## config.mk

```make
export PLATFORM = sky130hd
export DESIGN_NAME = sbx_bus
export DESIGN_NICKNAME = d
export VERILOG_FILES = /design/src/hw/sbx_pkg.sv /design/src/hw/sbx_if.sv /design/src/hw/sbx_sampler.sv /design/src/hw/sbx_bus.sv
export SDC_FILE = /design/constraint.sdc
export NUM_CORES = 1
export LEC_CHECK = 0
export BUFFER_PORTS_ARGS = -buffer_cell sky130_fd_sc_hd__buf_4
export CAP_MARGIN = 20
export CORE_MARGIN = 3
export CORE_UTILIZATION = 34
export CTS_CLUSTER_SIZE = 40
export DETAILED_ROUTE_END_ITERATION = 8
export PLACE_DENSITY = 0.62
export SYNTH_ARGS = -nofsm -noshare
export SYNTH_HDL_FRONTEND = slang
export SYNTH_SLANG_ARGS = --single-unit
```

## constraint.sdc

```tcl
create_clock -name sys_clk -period 1.9 [get_ports sys_clk]
set_clock_uncertainty 0.2 [all_clocks]
set_input_delay 0.285 -clock sys_clk [delete_from_list [all_inputs] [get_ports sys_clk]]
set_output_delay 0.285 -clock sys_clk [all_outputs]
set_load 0.05 [all_outputs]
```

## src/hw/sbx_pkg.sv

```systemverilog
// Purpose: shared constants and types for the system bus transfer signals
// Assumes: one 50 MHz clock, bus pins synchronous to it
// Notes:   address bit 0 is the most significant bit of a 32-bit address
package sbx_pkg;
   localparam int ADDR_W     = 26;
   localparam int FULL_W     = 32;
   localparam int ADDR_LSB   = 6;
   localparam int SIZE_W     = 2;
   localparam int BEATS_W    = 3;
   localparam logic [25:0] ADDR_RST  = 26'h0000000;
   localparam logic [1:0]  SIZE_RST  = 2'h0;
   localparam logic [2:0]  BEATS_RST = 3'h0;
   localparam logic [2:0]  BEAT_ONE  = 3'h1;
   localparam logic        DIR_READ  = 1'h1;
   localparam logic        DIR_WRITE = 1'h0;

   // gray along idle -> start -> data; data -> idle changes both bits
   typedef enum logic [1:0] {
      SBX_IDLE  = 2'b00,
      SBX_START = 2'b01,
      SBX_DATA  = 2'b11
   } sbx_state_e;
endpackage : sbx_pkg

```

## src/hw/sbx_if.sv

```systemverilog
// Purpose: captured external transaction passed to the sampler's user
// Assumes: single clock
// Notes:   valid is a one-cycle pulse
`timescale 1ns/1ns
`default_nettype none
interface sbx_capt_if;
   import sbx_pkg::*;
   logic              valid;
   logic [ADDR_W-1:0] addr;
   logic [SIZE_W-1:0] size;
   logic              read;
   logic              burst;
   modport src (output valid, output addr, output size, output read,
                output burst);
   modport dst (input valid, input addr, input size, input read,
                input burst);
endinterface : sbx_capt_if
`default_nettype wire

```

## src/hw/sbx_sampler.sv

```systemverilog
// Purpose: samples bus lines when an external master starts a cycle
// Assumes: caller only enables it while the device is not bus owner
// Notes:   registered capture, one cycle after the start strobe
`timescale 1ns/1ns
`default_nettype none
module sbx_sampler
   import sbx_pkg::*;
(
   // clock and reset
   input  wire logic              sys_clk,
   input  wire logic              rstn,
   // bus pin inputs
   input  wire logic              enable,
   input  wire logic              start_in,
   input  wire logic [ADDR_W-1:0] addr_in,
   input  wire logic [SIZE_W-1:0] size_in,
   input  wire logic              read_in,
   input  wire logic              burst_in,
   // captured transaction
   sbx_capt_if.src                capt
);
   logic              valid_ff;
   logic [ADDR_W-1:0] addr_ff;
   logic [SIZE_W-1:0] size_ff;
   logic              read_ff;
   logic              burst_ff;

   always_ff @(posedge sys_clk or negedge rstn) begin
      if (!rstn) begin
         valid_ff <= 1'b0;
      end else begin
         valid_ff <= enable & start_in;
      end
   end

   always_ff @(posedge sys_clk or negedge rstn) begin
      if (!rstn) begin
         addr_ff  <= ADDR_RST;
         size_ff  <= SIZE_RST;
         read_ff  <= 1'b0;
         burst_ff <= 1'b0;
      end else if (enable && start_in) begin
         addr_ff  <= addr_in;
         size_ff  <= size_in;
         read_ff  <= read_in;
         burst_ff <= burst_in;
      end
   end

   assign capt.valid = valid_ff;
   assign capt.addr  = addr_ff;
   assign capt.size  = size_ff;
   assign capt.read  = read_ff;
   assign capt.burst = burst_ff;
endmodule : sbx_sampler
`default_nettype wire

```

## src/hw/sbx_bus.sv

```systemverilog
// Purpose: system bus address, size, direction, burst and start lines
// Assumes: arbitration is outside; bus_owner says when we hold the bus
// Notes:   internal master issues one request per cycle start
//
// Operation
// address bus is 26 low bits of 32-bit address, bit 0 most significant
// drive address lines when an internal master starts a transaction
// sample address lines when an external master starts a transaction
// two size lines give operand bytes left in the bus cycle
// sample size line 0 when an external master starts
// drive size 1, direction, burst when owner; otherwise sample them
// direction high means read, low means write
// burst asserted for burst transfers, negated for single beats
// beat-pending asserted while more beats wanted, negated before last
// beat-pending pin doubles as machine B general line 5
// start line marks the beginning of each data bus cycle
// drive start only when owner; negated before releasing the bus
// when not owner, sampled start means an external master began
// start lasts one clock with address, size, direction, burst valid
`timescale 1ns/1ns
`default_nettype none
module sbx_bus
   import sbx_pkg::*;
(
   // clock and reset
   input  wire logic              sys_clk,
   input  wire logic              rstn,
   // ownership
   input  wire logic              bus_owner,
   // internal master request
   input  wire logic              req_valid,
   output logic                   req_ready,
   input  wire logic [FULL_W-1:0] req_addr,
   input  wire logic [SIZE_W-1:0] req_size,
   input  wire logic              req_read,
   input  wire logic [BEATS_W-1:0] req_beats,
   input  wire logic              beat_done,
   output logic                   xfer_busy,
   // memory controller side
   input  wire logic              programmable_machine_b,
   input  wire logic              upm_b_general_line5,
   output logic                   ext_valid,
   output logic [ADDR_W-1:0]      ext_addr,
   output logic [SIZE_W-1:0]      ext_size,
   output logic                   ext_read,
   output logic                   ext_burst,
   // address pins
   input  wire logic [ADDR_W-1:0] addr_i,
   output logic [ADDR_W-1:0]      addr_o,
   output logic                   addr_oe,
   // size, direction, burst pins
   input  wire logic [SIZE_W-1:0] xfer_size_i,
   output logic [SIZE_W-1:0]      xfer_size_o,
   output logic                   xfer_size_oe,
   input  wire logic              read_write_i,
   output logic                   read_write_o,
   output logic                   read_write_oe,
   input  wire logic              burst_i,
   output logic                   burst_o,
   output logic                   burst_oe,
   // beat-pending pin
   output logic                   burst_beat_pending,
   output logic                   burst_beat_pending_oe,
   // start pin
   input  wire logic              xfer_start_i,
   output logic                   xfer_start,
   output logic                   xfer_start_oe
);
   ////////////////////////////////////////////////////////////////////////
   sbx_state_e        state_ff;
   sbx_state_e        nxt_state;
   logic [ADDR_W-1:0] addr_ff;
   logic [SIZE_W-1:0] size_ff;
   logic              read_ff;
   logic              burst_ff;
   logic [BEATS_W-1:0] beats_ff;
   logic              owner_ff;
   sbx_capt_if        capt ();

   // request only accepted while owning the bus
   assign req_ready = bus_owner && (state_ff == SBX_IDLE);
   assign xfer_busy = (state_ff != SBX_IDLE);

   always_comb begin
      nxt_state = state_ff;
      case (state_ff)
         SBX_IDLE: begin
            if (req_valid && req_ready) begin
               nxt_state = SBX_START;
            end
         end
         SBX_START: begin
            nxt_state = SBX_DATA;
         end
         SBX_DATA: begin
            if (beat_done && beats_ff <= BEAT_ONE) begin
               nxt_state = SBX_IDLE;
            end
         end
         default: begin
            nxt_state = SBX_IDLE;
         end
      endcase
   end

   always_ff @(posedge sys_clk or negedge rstn) begin
      if (!rstn) begin
         state_ff <= SBX_IDLE;
      end else begin
         state_ff <= nxt_state;
      end
   end

   always_ff @(posedge sys_clk or negedge rstn) begin
      if (!rstn) begin
         owner_ff <= 1'b0;
      end else begin
         owner_ff <= bus_owner;
      end
   end

   // keep the low 26 address bits of the 32-bit address
   always_ff @(posedge sys_clk or negedge rstn) begin
      if (!rstn) begin
         addr_ff  <= ADDR_RST;
         size_ff  <= SIZE_RST;
         read_ff  <= DIR_WRITE;
         burst_ff <= 1'b0;
      end else if (req_valid && req_ready) begin
         addr_ff  <= req_addr[FULL_W-ADDR_LSB-1:0];
         size_ff  <= req_size;
         read_ff  <= req_read;
         burst_ff <= (req_beats > BEAT_ONE);
      end
   end

   always_ff @(posedge sys_clk or negedge rstn) begin
      if (!rstn) begin
         beats_ff <= BEATS_RST;
      end else if (req_valid && req_ready) begin
         beats_ff <= req_beats;
      end else if (state_ff == SBX_DATA && beat_done) begin
         beats_ff <= beats_ff - BEAT_ONE;
      end
   end

   ////////////////////////////////////////////////////////////////////////
   // address pins driven by us only while owner and our cycle runs; size, direction, burst and start whenever owner
   assign addr_o        = addr_ff;
   assign addr_oe       = bus_owner && (state_ff != SBX_IDLE);
   assign xfer_size_o   = size_ff;
   assign xfer_size_oe  = bus_owner;
   assign read_write_o  = read_ff;
   assign read_write_oe = bus_owner;
   assign burst_o       = burst_ff;
   assign burst_oe      = bus_owner;
   assign xfer_start    = (state_ff == SBX_START);
   assign xfer_start_oe = bus_owner;

   // beats left > 1 means another beat is wanted; drop before the last
   // pin is shared: machine B owns it when it runs the slave access
   assign burst_beat_pending = programmable_machine_b ? upm_b_general_line5
      : (state_ff == SBX_DATA && burst_ff && beats_ff > BEAT_ONE);
   assign burst_beat_pending_oe = bus_owner || programmable_machine_b;

   ////////////////////////////////////////////////////////////////////////
   sbx_sampler u_sampler (
      .sys_clk  (sys_clk),
      .rstn     (rstn),
      .enable   (!bus_owner),
      .start_in (xfer_start_i),
      .addr_in  (addr_i),
      .size_in  (xfer_size_i),
      .read_in  (read_write_i),
      .burst_in (burst_i),
      .capt     (capt.src)
   );

   assign ext_valid = capt.valid;
   assign ext_addr  = capt.addr;
   assign ext_size  = capt.size;
   assign ext_read  = capt.read;
   assign ext_burst = capt.burst;
endmodule : sbx_bus
`default_nettype wire

```

* After elaboration in Yosys (flattened, before gate mapping)
Cells that the tools add are included.
** Storage, ports and cells
- Flip-flop bits (word level) :: 66
- Input bits :: 76
- Output and inout port bits :: 71
- Logic and storage cells :: 40
** Operators by class
- Add/sub/neg operators :: 1
- Order comparisons :: 3
- Equal/unequal tests :: 4
- Muxes and demuxes :: 6
- Bitwise logic cells :: 1
- Reductions and logical operators :: 14
** Operators with widths (count)
- $logic_and 1x1->1 :: 8
- $gt 3x1->1 const B :: 2
- $mux 3 :: 2
- $pmux 2 s3 :: 1
- $mux 2 :: 2
- $reduce_bool 2->1 :: 2
- $le 3x1->1 const B :: 1
- $sub 3x1->3 const B :: 1
- $eq 2x1->1 const B :: 1
- $eq 2x2->1 const B :: 1
- $logic_not 2->1 :: 1
- $ne 2x1->1 const B :: 1
- $ne 2x2->1 const B :: 1
- $reduce_and 2->1 :: 1
- $and 1x1->1 :: 1
- $logic_not 1->1 :: 1
- $logic_or 1x1->1 :: 1
- $mux 1 :: 1

* Depth between registers and ports, before layout
Gate-level depths: netlist of run 1.
- Word-level depth :: 5
- Gate-level depth with buffers :: 5
- Mapped depth without buffers :: 5

* Cells and area by module
A second synthesis of run 1 with hierarchy kept.
** Unflattened totals
- Cells, all modules :: 169
- Area total of the unflattened synthesis :: 2731.4 um2
** Modules (own cells, without submodules)
- sbx_bus :: times used 1, cells each 103, area an instance 1465.2 um2, sequential area each 875.8 um2
- sbx_sampler :: times used 1, cells each 66, area an instance 1266.2 um2, sequential area each 775.7 um2

* Worst setup path before layout of run 1
OpenSTA, ideal clock, no wires.
- Kind :: register -> output
- Start :: reg burst_ff, in the netlist burst_o
- End :: out burst_beat_pending
- Data arrival time :: 1.905 ns
- Data required time :: 1.415 ns
- Path slack :: -0.490 ns
- Cell stages (with the launch flop) :: 3
- Path buffers :: 0
- Cells stage by stage :: dfrtp_1 -> o2111ai_1 -> o21ai_0
** On the way
- Longest elaborated chain between the ends :: 3
** Ends and longest elaborated chain
- start, declared :: line sbx_bus.sv:75 : logic burst_ff;
- start signal, assigned :: line sbx_bus.sv:133 : burst_ff <= (req_beats > BEAT_ONE);
- $logic_and 1x1->1 (2 in series) :: line sbx_bus.sv:163 : : (state_ff == SBX_DATA && burst_ff && beats_ff > BEAT_ONE);
- $mux 1 :: line sbx_bus.sv:162 : assign burst_beat_pending = programmable_machine_b ? upm_b_general_line5
- end, declared :: line sbx_bus.sv:62 : output logic burst_beat_pending,
Every way passes these cells.

* Final worst setup path of run 1
- Start :: reg state_ff[0]
- End :: out burst_beat_pending
** On the way
- Longest elaborated chain between the ends :: 4
** Ends and longest elaborated chain
- start, declared :: line sbx_bus.sv:70 : sbx_state_e state_ff;
- start signal, assigned :: line sbx_bus.sv:110 : state_ff <= nxt_state;
- $eq 2x2->1 :: line sbx_bus.sv:163
- $logic_and 1x1->1 (2 in series) :: line sbx_bus.sv:163
- $mux 1 :: line sbx_bus.sv:162
Every way passes these cells.

==> results.md, run 1 <==
* Cell area after layout at 4580 um^2
* Slew Limit Fails at 0
* Max stage delay cell, worst path: dfrtp_1
* FP Rows at 31
* Max Fanout on Critical Path at 6
* Fmax at around 550 MHz
* Rel. slew slack at roughly three quarters
* DR vias/cell at about 4.4
* Period utilization at roughly 96%
* Post-CTS Setup Repair Bufs at 0
* Peak supply drop at 525 uV
* Routed WL at 6630 um
* Leakage power at 2.16 nW
* Die footprint at 8740 um^2
* CTS Buffer Depth at 2
* Iteration-0 DRC Markers at 29
* Status: finished clean
* Die width at 93.5 um
* Clock slew at reported path FFs at 60 ps
* Final-layout fill cell count at 573
* Worst setup SP type: flop
* CP arrival at roughly 1300 ps
* Grt ovf at 0
* Fin. Hold Viols at 0
* Worst path cell trace: buf_4 > o2111ai_1 > o21ai_2 > buf_6
* Clk Latency, worst-skew pair at 320 ps
* Syn Nets at 244
* Initial antenna violation count at 0
* RSZ-0062 raised after global routing: no
* DR vias at 2080
* Worst hold path class: input port to flop
* Largest net degree at the start of global routing at 67
* Syn avg cell area at 15.6 um^2
* Crit path max-delay family: flip-flops
* Antenna viol nets, final at 0
* CTS tree: done
* Max incr delay on CP at slightly below 400 ps
* Maxcap violations at 0
* Num CTS Buffers at 9
* First-pass GRT wire length at 10800 um
* WP data required at ~1400 ps
* Pwr dens at 1430 nW/um^2
* Power, Total at approximately 0.0066 W
* Total clock sinks at 66
* Netlist cell types at 22
* Final setup TNS at 0 ps
* Minimum clock period at around 1800 ps
* Syn-to-layout area delta at 75.9%
* Post-DP HPWL at 4270 um
* H-tree Lvls at 3
* Clk root buf: clkbuf_8
* Nets at 453
* Slack of the worst reg-to-reg path at about 210 ps
* Final setup violation count at 0
* Number of port buffers at 140
* I/O pins at 147
* Wirelength per Cell at 13.9 um
* Worst path buffer plus inverter count at 2
* Seq/Total Area, Yosys at between 60 and 70%
* Post-route DRC at 0
* Dpl cell area at 3790 um^2
* Synth warnings at 0
* Crit end category: output pin
* RD Place Congestion at 0.671
* Worst-Margin Slew at 353 ps
* Vias in the first global route at between 2000 and 2500
* DRT Pass-1 Iters at 4
* Antenna Cells at 0
* Syn Std Cell Area at 2600 um^2
* Die Ht at 93.5 um
* Core Footprint at 7330 um^2
* Overall routing resource usage at 15.7%
* Hold_ws at 25.5 ps
* Initial Util at 35.5%
* Layout cell share with drive strength beyond 1 at 56.7%
* Worst Setup Path Type: flop to output pin
* FF+latch count, synth at 66
* Cell count after synthesis at 167
layout make-up:
| type | instances | area [um^2] | area share [%] |
|---|---|---|---|
| timing repair buffer | 209 | 1770 | 38.6 |
| sequential | 66 | 1650 | 36.1 |
| multi-input combinational | 87 | 866 | 18.9 |
| clock buffer | 11 | 141 | 3.09 |
| tap | 99 | 124 | 2.71 |
| clock inverter | 3 | 17.5 | 0.383 |
| inverter | 3 | 11.3 | 0.246 |
power by group:
| group | switching (W) | internal (W) |
|---|---|---|
| clock | 0.000474 | 0.000490 |
| combinational | 0.00223 | 0.00123 |
| sequential | 0.000253 | 0.00188 |
worst paths after layout:
kind,start,to,depth (start not counted)
max,state_ff[0],burst_beat_pending,4
min,req_addr[7],addr_o[7],2
max reg2reg,state_ff[1],addr_o[15],3
min reg2reg,xfer_size_o[0],xfer_size_o[0],1
max in group asynchronous,rstn,addr_o[12],3
min in group asynchronous,rstn,beats_ff[0],3
cells in the final DEF (no fill, tap or decap):
master and count:
xor2_1 1, nand3_1 1, ha_1 1, nor2b_2 1, and2_1 1, clkinvlp_4 1, o21ai_2 1, clkbuf_1 1
nor2_4 1, clkinv_2 2, mux2_1 11, a21oi_1 1, or2_2 2, clkbuf_8 10, buf_12 3, inv_1 3
nand4_1 1, nand2_1 5, mux2_2 49, buf_4 143, o21ai_0 3, nor4bb_4 1, o31a_1 1, dlygate4sd3_1 62
dfrtp_1 66, nor2b_1 2, xnor2_1 1, o2111ai_1 1, nor2_1 2, buf_6 1
what timing repair did:
item / 4_1_cts / 5_1_grt
cloned: 0 / 0
hold buffers: 62 / 0
hold endpoints to repair: 127 / 0
resized for setup: 1 / 2
setup endpoints to repair: 1 / 1
state kept, by name (all words and copies together), names as in the netlist, 2 cells and up:
| name | flops |
|---|---|
| xfer_size_o | 2 |
| u_sampler.capt.size | 2 |
| state_ff | 2 |
| addr_o | 26 |
| u_sampler.capt.addr | 26 |
| beats_ff | 3 |
Yosys cell counts:
library cell	count	share of area (%)
mux2_2	49	21
nor2_1	3	0.43
ha_1	1	0.48
o21ai_0	4	0.77
o31a_1	1	0.34
nor4bb_4	1	0.96
nand2_1	5	0.72
nor2b_1	3	0.72
nand4_1	1	0.24
and2_1	1	0.24
xor2_1	1	0.34
nand3_1	1	0.19
a21oi_1	1	0.19
dfrtp_1	66	63
or2_2	2	0.48
buf_4	5	1.4
mux2_1	11	4.8
buf_6	3	1.3
inv_1	3	0.43
o2111ai_1	1	0.34
xnor2_1	1	0.34
buf_2	3	0.58
cells by family after synthesis:
kind of cell	synth area share (%)
AND/OR/NAND/NOR	3.99
XOR/XNOR	0.674
multiplexers	26.0
adder cells (fa/ha/maj)	0.481
flip-flops	63.5
AO/OA/AOI/OAI	1.64
buffers and inverters	3.75
through the flow:
stage	utilization, %	std cells	worst slack [ps]
4_1_cts	62.3	478	23.9
6_report	62.4	478	76.8
3_5_place_dp	51.6	402	210
2_1_floorplan	-	167	118
3_3_place_gp	51.6	402	243
5_1_grt	62.4	478	6.63
routing by layer:
layer | part of all wire, % | GRT usage, % | routed length (um) | vias to the layer above
met3 | 9.1 | 6.03 | 604 | 8
met1 | 38 | 17.4 | 2520 | 988
met2 | 52 | 27.3 | 3440 | 89
li1 | - | - | - | 995
met4 | 0.97 | 5.49 | 64 | 0
met5 | 0 | 0 | 0 | -
worst reg2reg max path, cell delays in order, from the launching register on:
cell and delay, ps:
dfrtp_1 410, nor4bb_4 370, buf_12 230, mux2_2 370
(Power assumes the default switching activity.)
==> inputs of run 2 (changes only) <==
CAP_MARGIN = default   (was 20)
REMOVE_ABC_BUFFERS = 1   (was default)
==> run 2 against run 1 <==
Maximum frequency increased by 0.59%. Global-route usage about the same. Critical endpoint unchanged. Setup slack improved by 11 ps. Sequential share of layout area decreased by 0.69 points. Core utilization up 1.2 points. Largest power group unchanged. Via count grew 1.2%. Total power is 3.3% higher. Final cell count is 1.3% higher.
==> results.md, run 2 (synthesis results as in run 1) <==
* Num CTS Buffers at 9 (unchanged)
* Antenna viol nets, final at 0 (unchanged)
* Number of port buffers at 140 (unchanged)
* Fin. Hold Viols at 0 (unchanged)
* Power, Total at 0.00678 W (+3.3%)
* CTS Buffer Depth at 2 (unchanged)
* Status: finished clean
* I/O pins at 147 (unchanged)
* RR Endpoint: addr_o[12]
* Slew Limit Fails at 0 (unchanged)
* Leakage power at 2.20 nW (+2.1%)
* CP arrival at 1330 ps (about the same)
* First-pass GRT wire length at 10700 um (-1.3%)
* WHS Endpoint: state_ff[1]
* Hold Crit Depth at 3 (+1)
* Minimum clock period at 1810 ps (-10.7 ps)
* RD Place Congestion at 0.674 (+0.45%)
* Period utilization at 95.4% (-0.56 points)
* Max stage delay cell, worst path: dfrtp_1
* Max Fanout on Critical Path at 6 (unchanged)
* Worst Setup Path Type: flop to output pin
* Rel. slew slack at 79.1% (+2.7 points)
* Initial Util at 35.5% (unchanged)
* Overall routing resource usage at 15.6% (-0.040 points)
* DR vias at 2104 (+1.2%)
* Worst setup SP type: flop
* Post-DP HPWL at 4280 um (+0.11%)
* Largest net degree at the start of global routing at 45 (-33%)
* Vias in the first global route at 2255 (-3.8%)
* Cell area after layout at 4670 um^2 (+1.9%)
* Min-delay src: beat_done
* Die footprint at 8740 um^2 (unchanged)
* Worst path cell trace: buf_4 > o2111ai_2 > o21ai_1 > buf_6
* Max incr delay on CP at 350 ps (-40 ps)
* Maxcap violations at 0 (unchanged)
* Syn-to-layout area delta at 79.4%
* FP Rows at 31 (unchanged)
* Wirelength per Cell at 14.1 um (+1.9%)
* Fmax at 552 MHz (+0.59%)
* Clk Latency, worst-skew pair at 320 ps (about the same)
* Pwr dens at 1450 nW/um^2 (+1.4%)
* Worst path buffer plus inverter count at 2 (unchanged)
* Commonest non-fill, non-tap cell in the layout: buf_4
* RSZ-0062 raised after global routing: no
* Routed WL at 6850 um (+3.2%)
* Crit end category: output pin
* H-tree Lvls at 3 (unchanged)
* DRT Pass-1 Iters at 3 (-1)
* Clock slew at reported path FFs at 60 ps (about the same)
* WP data required at 1410 ps (about the same)
* Reg2Reg Depth at 5 (+2)
* Crit path max-delay family: flip-flops
* Worst-Margin Slew at 313 ps (-40.1 ps)
* Core Footprint at 7330 um^2 (unchanged)
* CTS tree: done
* Layout cell share with drive strength beyond 1 at 56.9% (+0.15 points)
* Nets at 458 (+1.1%)
* R2R Path Start: state_ff[0]
* Post-route DRC at 0 (unchanged)
* DR vias/cell at 4.35 (-0.10%)
* Dpl cell area at 3770 um^2 (-0.30%)
* Antenna Cells at 0 (unchanged)
* Clk root buf: clkbuf_8
* Worst hold path class: input port to flop
* Total clock sinks at 66 (unchanged)
* Grt ovf at 0 (unchanged)
* Peak supply drop at 551 uV (+4.9%)
* Initial antenna violation count at 0 (unchanged)
* Iteration-0 DRC Markers at 34 (+17%)
* Die width at 93.5 um (unchanged)
* Final setup violation count at 0 (unchanged)
* Post-layout util at 63.6% (+1.2 points)
* Slack of the worst reg-to-reg path at 100 ps (-110 ps)
* Most frequent cells in the layout: buf_4 (144), dfrtp_1 (66), dlygate4sd3_1 (63)
* Die Ht at 93.5 um (unchanged)
[run 2: how the worst max path moves through the flow]
stage	startpoint	endpoint	slack, ps	cells after the start
global placement	state_ff[1]	addr_o[19]	150	3
CTS	state_ff[0]	burst_beat_pending	2	4
global route	state_ff[0]	burst_beat_pending	20	4
finish	state_ff[0]	burst_beat_pending	90	4
detailed placement	state_ff[1]	xfer_size_o[1]	120	3
floorplan	state_ff[1]	addr_o[10]	-590	2
[run 2: per-layer routing]
metal | GRT usage (%) | vias to the layer above | share of wire, %
li1 | - | 1005 | -
met1 | 16.7 | 1014 | 38
met2 | 29.2 | 73 | 54
met3 | 3.86 | 12 | 6.5
met4 | 6.23 | 0 | 1.5
met5 | 0 | - | 0
[run 2: per-stage QoR]
| stage | hold WS [ps] | setup WS, ps | setup TNS (ps) | std cells |
|---|---|---|---|---|
| after floorplan | -211 | -592 | -34950 | 156 |
| after global placement | 12.9 | 147 | 0 | 401 |
| after detailed placement | 7.49 | 121 | 0 | 401 |
| after CTS | 130 | 1.62 | 0 | 479 |
| after global routing | 153 | 15.9 | 0 | 484 |
| final | 145 | 87.4 | 0 | 484 |
[run 2: area by class of cell]
type	instances	area, um^2
Fill cell	569	2670
Timing Repair Buffer	214	1830
Sequential cell	66	1650
Multi-Input combinational cell	87	863
Clock buffer	12	145
Tap cell	99	124
Clock inverter	3	40.0
Inverter	3	11.3
[run 2: what timing repair did]
action | CTS | global route
hold endpoints to repair | 84 | 0
buffers inserted | 0 | 4
pin swaps | 0 | 2
gates cloned | 0 | 1
hold buffers | 63 | 0
gates resized for setup | 2 | 4
setup endpoints to repair | 2 | 2
[run 2: where the power goes]
group	leakage, nW	switching (W)	internal (W)	total (W)
Sequential	0.782	0.000246	0.00188	0.00212
Combinational	1.33	0.00226	0.00128	0.00354
Clock	0.0962	0.000485	0.000632	0.00112
Total	2.20	0.00299	0.00379	0.00678
[run 2: worst min-delay path, stage by stage]
cell	delay, ps
buf_4	120
nand2_1	60
o31a_1	150
==> inputs of run 3 (changes only) <==
PLACE_DENSITY = default   (was 0.62)
==> run 3 against run 2 <==
Cell area decreased by 1.4%. Setup slack got worse by 12 ps. Total power decreased by 2.0%. Die area unchanged. Core utilization decreased by 0.92 points. Sequential cell count unchanged. First-iteration DRC count increased by 79%. Sequential power about the same. Critical path depth unchanged. Via count decreased by 0.29%. Critical path type unchanged. Critical endpoint is now req_ready. Largest cell class unchanged. Highest routed layer unchanged.
==> results.md, run 3 (synthesis results as in run 1) <==
* Sw frac at 44.9% (+0.86 points)
* Reg2Reg Depth at 4 (-1)
* Maxcap violations at 0 (unchanged)
* Max incr delay on CP at 380 ps (+30 ps)
* Leakage power at 2.18 nW (-1.1%)
* Worst path buffer plus inverter count at 2 (unchanged)
* First-pass GRT wire length at 11000 um (+3.3%)
* Initial Util at 35.5% (unchanged)
* Crit end category: output pin
* Nets at 456 (-0.44%)
* Hold Crit Depth at 3 (unchanged)
* Worst hold path class: input port to flop
* Peak supply drop at 563 uV (+2.3%)
* Hold_ws at 93.5 ps (-51.9 ps)
* RR Endpoint: addr_o[18]
* Final-layout fill cell count at 582 (+2.3%)
* Fmax at 548 MHz (-0.66%)
* Int Pwr at 0.00366 W (-3.5%)
* Worst setup SP type: flop
* Pwr dens at 1440 nW/um^2 (-0.60%)
* Post-DP HPWL at 4350 um (+1.7%)
* Switching power at 0.00298 W (-0.14%)
* Status: finished clean
* Worst-Margin Slew at 350 ps (+37.1 ps)
* Slack of the worst reg-to-reg path at 90 ps (about the same)
* Crit path max-delay family: flip-flops
* Dpl cell area at 3770 um^2 (-0.13%)
* DR vias at 2098 (-0.29%)
* Max Fanout on Critical Path at 6 (unchanged)
* RD Place Congestion at 0.728 (+8.1%)
* Power, Total at 0.00664 W (-2.0%)
* Layout cell share with drive strength beyond 1 at 56.9% (about the same)
* Antenna viol nets, final at 0 (unchanged)
* Period utilization at 96.0% (+0.64 points)
* Syn-to-layout area delta at 76.8%
* H-tree Lvls at 3 (unchanged)
* Wirelength per Cell at 14.2 um (+0.28%)
* Most used cell, CP: buf_4
* Total clock sinks at 66 (unchanged)
* Initial antenna violation count at 0 (unchanged)
* Clock slew at reported path FFs at 70 ps (about the same)
* Commonest non-fill, non-tap cell in the layout: buf_4
* Grt ovf at 0 (unchanged)
* Min-delay src: beat_done
* Post-layout util at 62.7% (-0.92 points)
* Most frequent cells in the layout: buf_4 (146), dfrtp_1 (66), dlygate4sd3_1 (63)
* I/O pins at 147 (unchanged)
* Max stage delay cell, worst path: dfrtp_1
* WHS Endpoint: state_ff[1]
* Logic gate share of total power at 52.6% (+0.4 points)
* DR vias/cell at 4.35 (+0.13%)
* R2R Path Start: state_ff[1]
* Number of port buffers at 140 (unchanged)
* CTS Buffer Depth at 2 (unchanged)
* Antenna Cells at 0 (unchanged)
* Final setup violation count at 0 (unchanged)
* Part of the power in the clock network at 15.4% (-1.1 points)
* Clk Latency, worst-skew pair at 330 ps (about the same)
* DRT Pass-1 Iters at 2 (-1)
* Rel. slew slack at 76.6% (-2.5 points)
* Worst Setup Path Type: flop to output pin
* Die Ht at 93.5 um (unchanged)
* Clk root buf: clkbuf_8
* Worst Setup SP: state_ff[1]
* CTS tree: done
* Core Footprint at 7330 um^2 (unchanged)
* Minimum clock period at 1820 ps (+12.1 ps)
* Overall routing resource usage at 16.3% (+0.62 points)
* Vias in the first global route at 2334 (+3.5%)
* Slew Limit Fails at 0 (unchanged)
* Die width at 93.5 um (unchanged)
* Seq pwr share at 31.9% (+0.6 points)
* FP Rows at 31 (unchanged)
* Largest net degree at the start of global routing at 67 (+49%)
* Num CTS Buffers at 9 (unchanged)
* CP arrival at 1340 ps (about the same)
* WP data required at 1410 ps (about the same)
* Worst path cell trace: buf_4 > nor2_2 > and2_1 > buf_4
* Die footprint at 8740 um^2 (unchanged)
* Post-route DRC at 0 (unchanged)
* Cell area after layout at 4600 um^2 (-1.4%)
* Fin. Hold Viols at 0 (unchanged)
* Iteration-0 DRC Markers at 61 (+79%)
* Routed WL at 6840 um (-0.13%)
run 3: power groups by stage:
| stage | combinational (W) | sequential (W) | clock [W] |
|---|---|---|---|
| after global routing | 0.00367 | 0.00219 | 0.00112 |
| final | 0.00350 | 0.00212 | 0.00103 |
| after CTS | 0.00350 | 0.00211 | 0.00107 |
| after global placement | 0.00333 | 0.00213 | 0 |
| after detailed placement | 0.00335 | 0.00215 | 0 |
| after floorplan | 0.000726 | 0.00362 | 0 |
run 3: worst max path at each step:
stage                                    end  slack [ps]  cells after the start
after floorplan                   addr_o[10]        -590                      2
after global placement        xfer_size_o[1]         220                      3
after detailed placement           addr_o[6]         200                      3
after CTS                 burst_beat_pending          30                      4
after global routing      burst_beat_pending         -20                      4
final                              req_ready          80                      4
run 3: metal layers:
layer  global-route usage (%)  vias up  wire, um
met3                     4.91       11       651
met4                     7.20        0       125
met1                     18.7      987      2720
met2                     27.8      103      3340
li1                         -      997         -
met5                        0        -         0
run 3: final cells by class:
class | instances | area [um^2] | share of cell area [%]
clock inverters | 3 | 15.0 | 0.327
inverters | 3 | 11.3 | 0.245
repair buffers | 212 | 1780 | 38.7
clock buffers | 12 | 155 | 3.37
well taps | 99 | 124 | 2.69
flip-flops and latches | 66 | 1650 | 35.9
multi-input cells | 87 | 863 | 18.8
run 3: tightest hold or removal path, stage by stage:
cell     delay [ps]
buf_4           120
nand2_1          60
o31a_1          130
run 3: repair_timing:
action / CTS / global route
gates resized for setup: 1 / 3
setup endpoints to repair: 2 / 1
hold buffers: 63 / 0
pin swaps: 0 / 1
setup buffers: 2 / 0
hold endpoints to repair: 128 / 0
run 3: metrics by stage:
step                      cells  setup TNS (ps)  setup slack, ps
after detailed placement    402               0              199
after CTS                   482               0             28.6
after global placement      402               0              223
final                       482               0             75.4
after floorplan             156          -34950             -592
after global routing        482           -19.2            -19.2
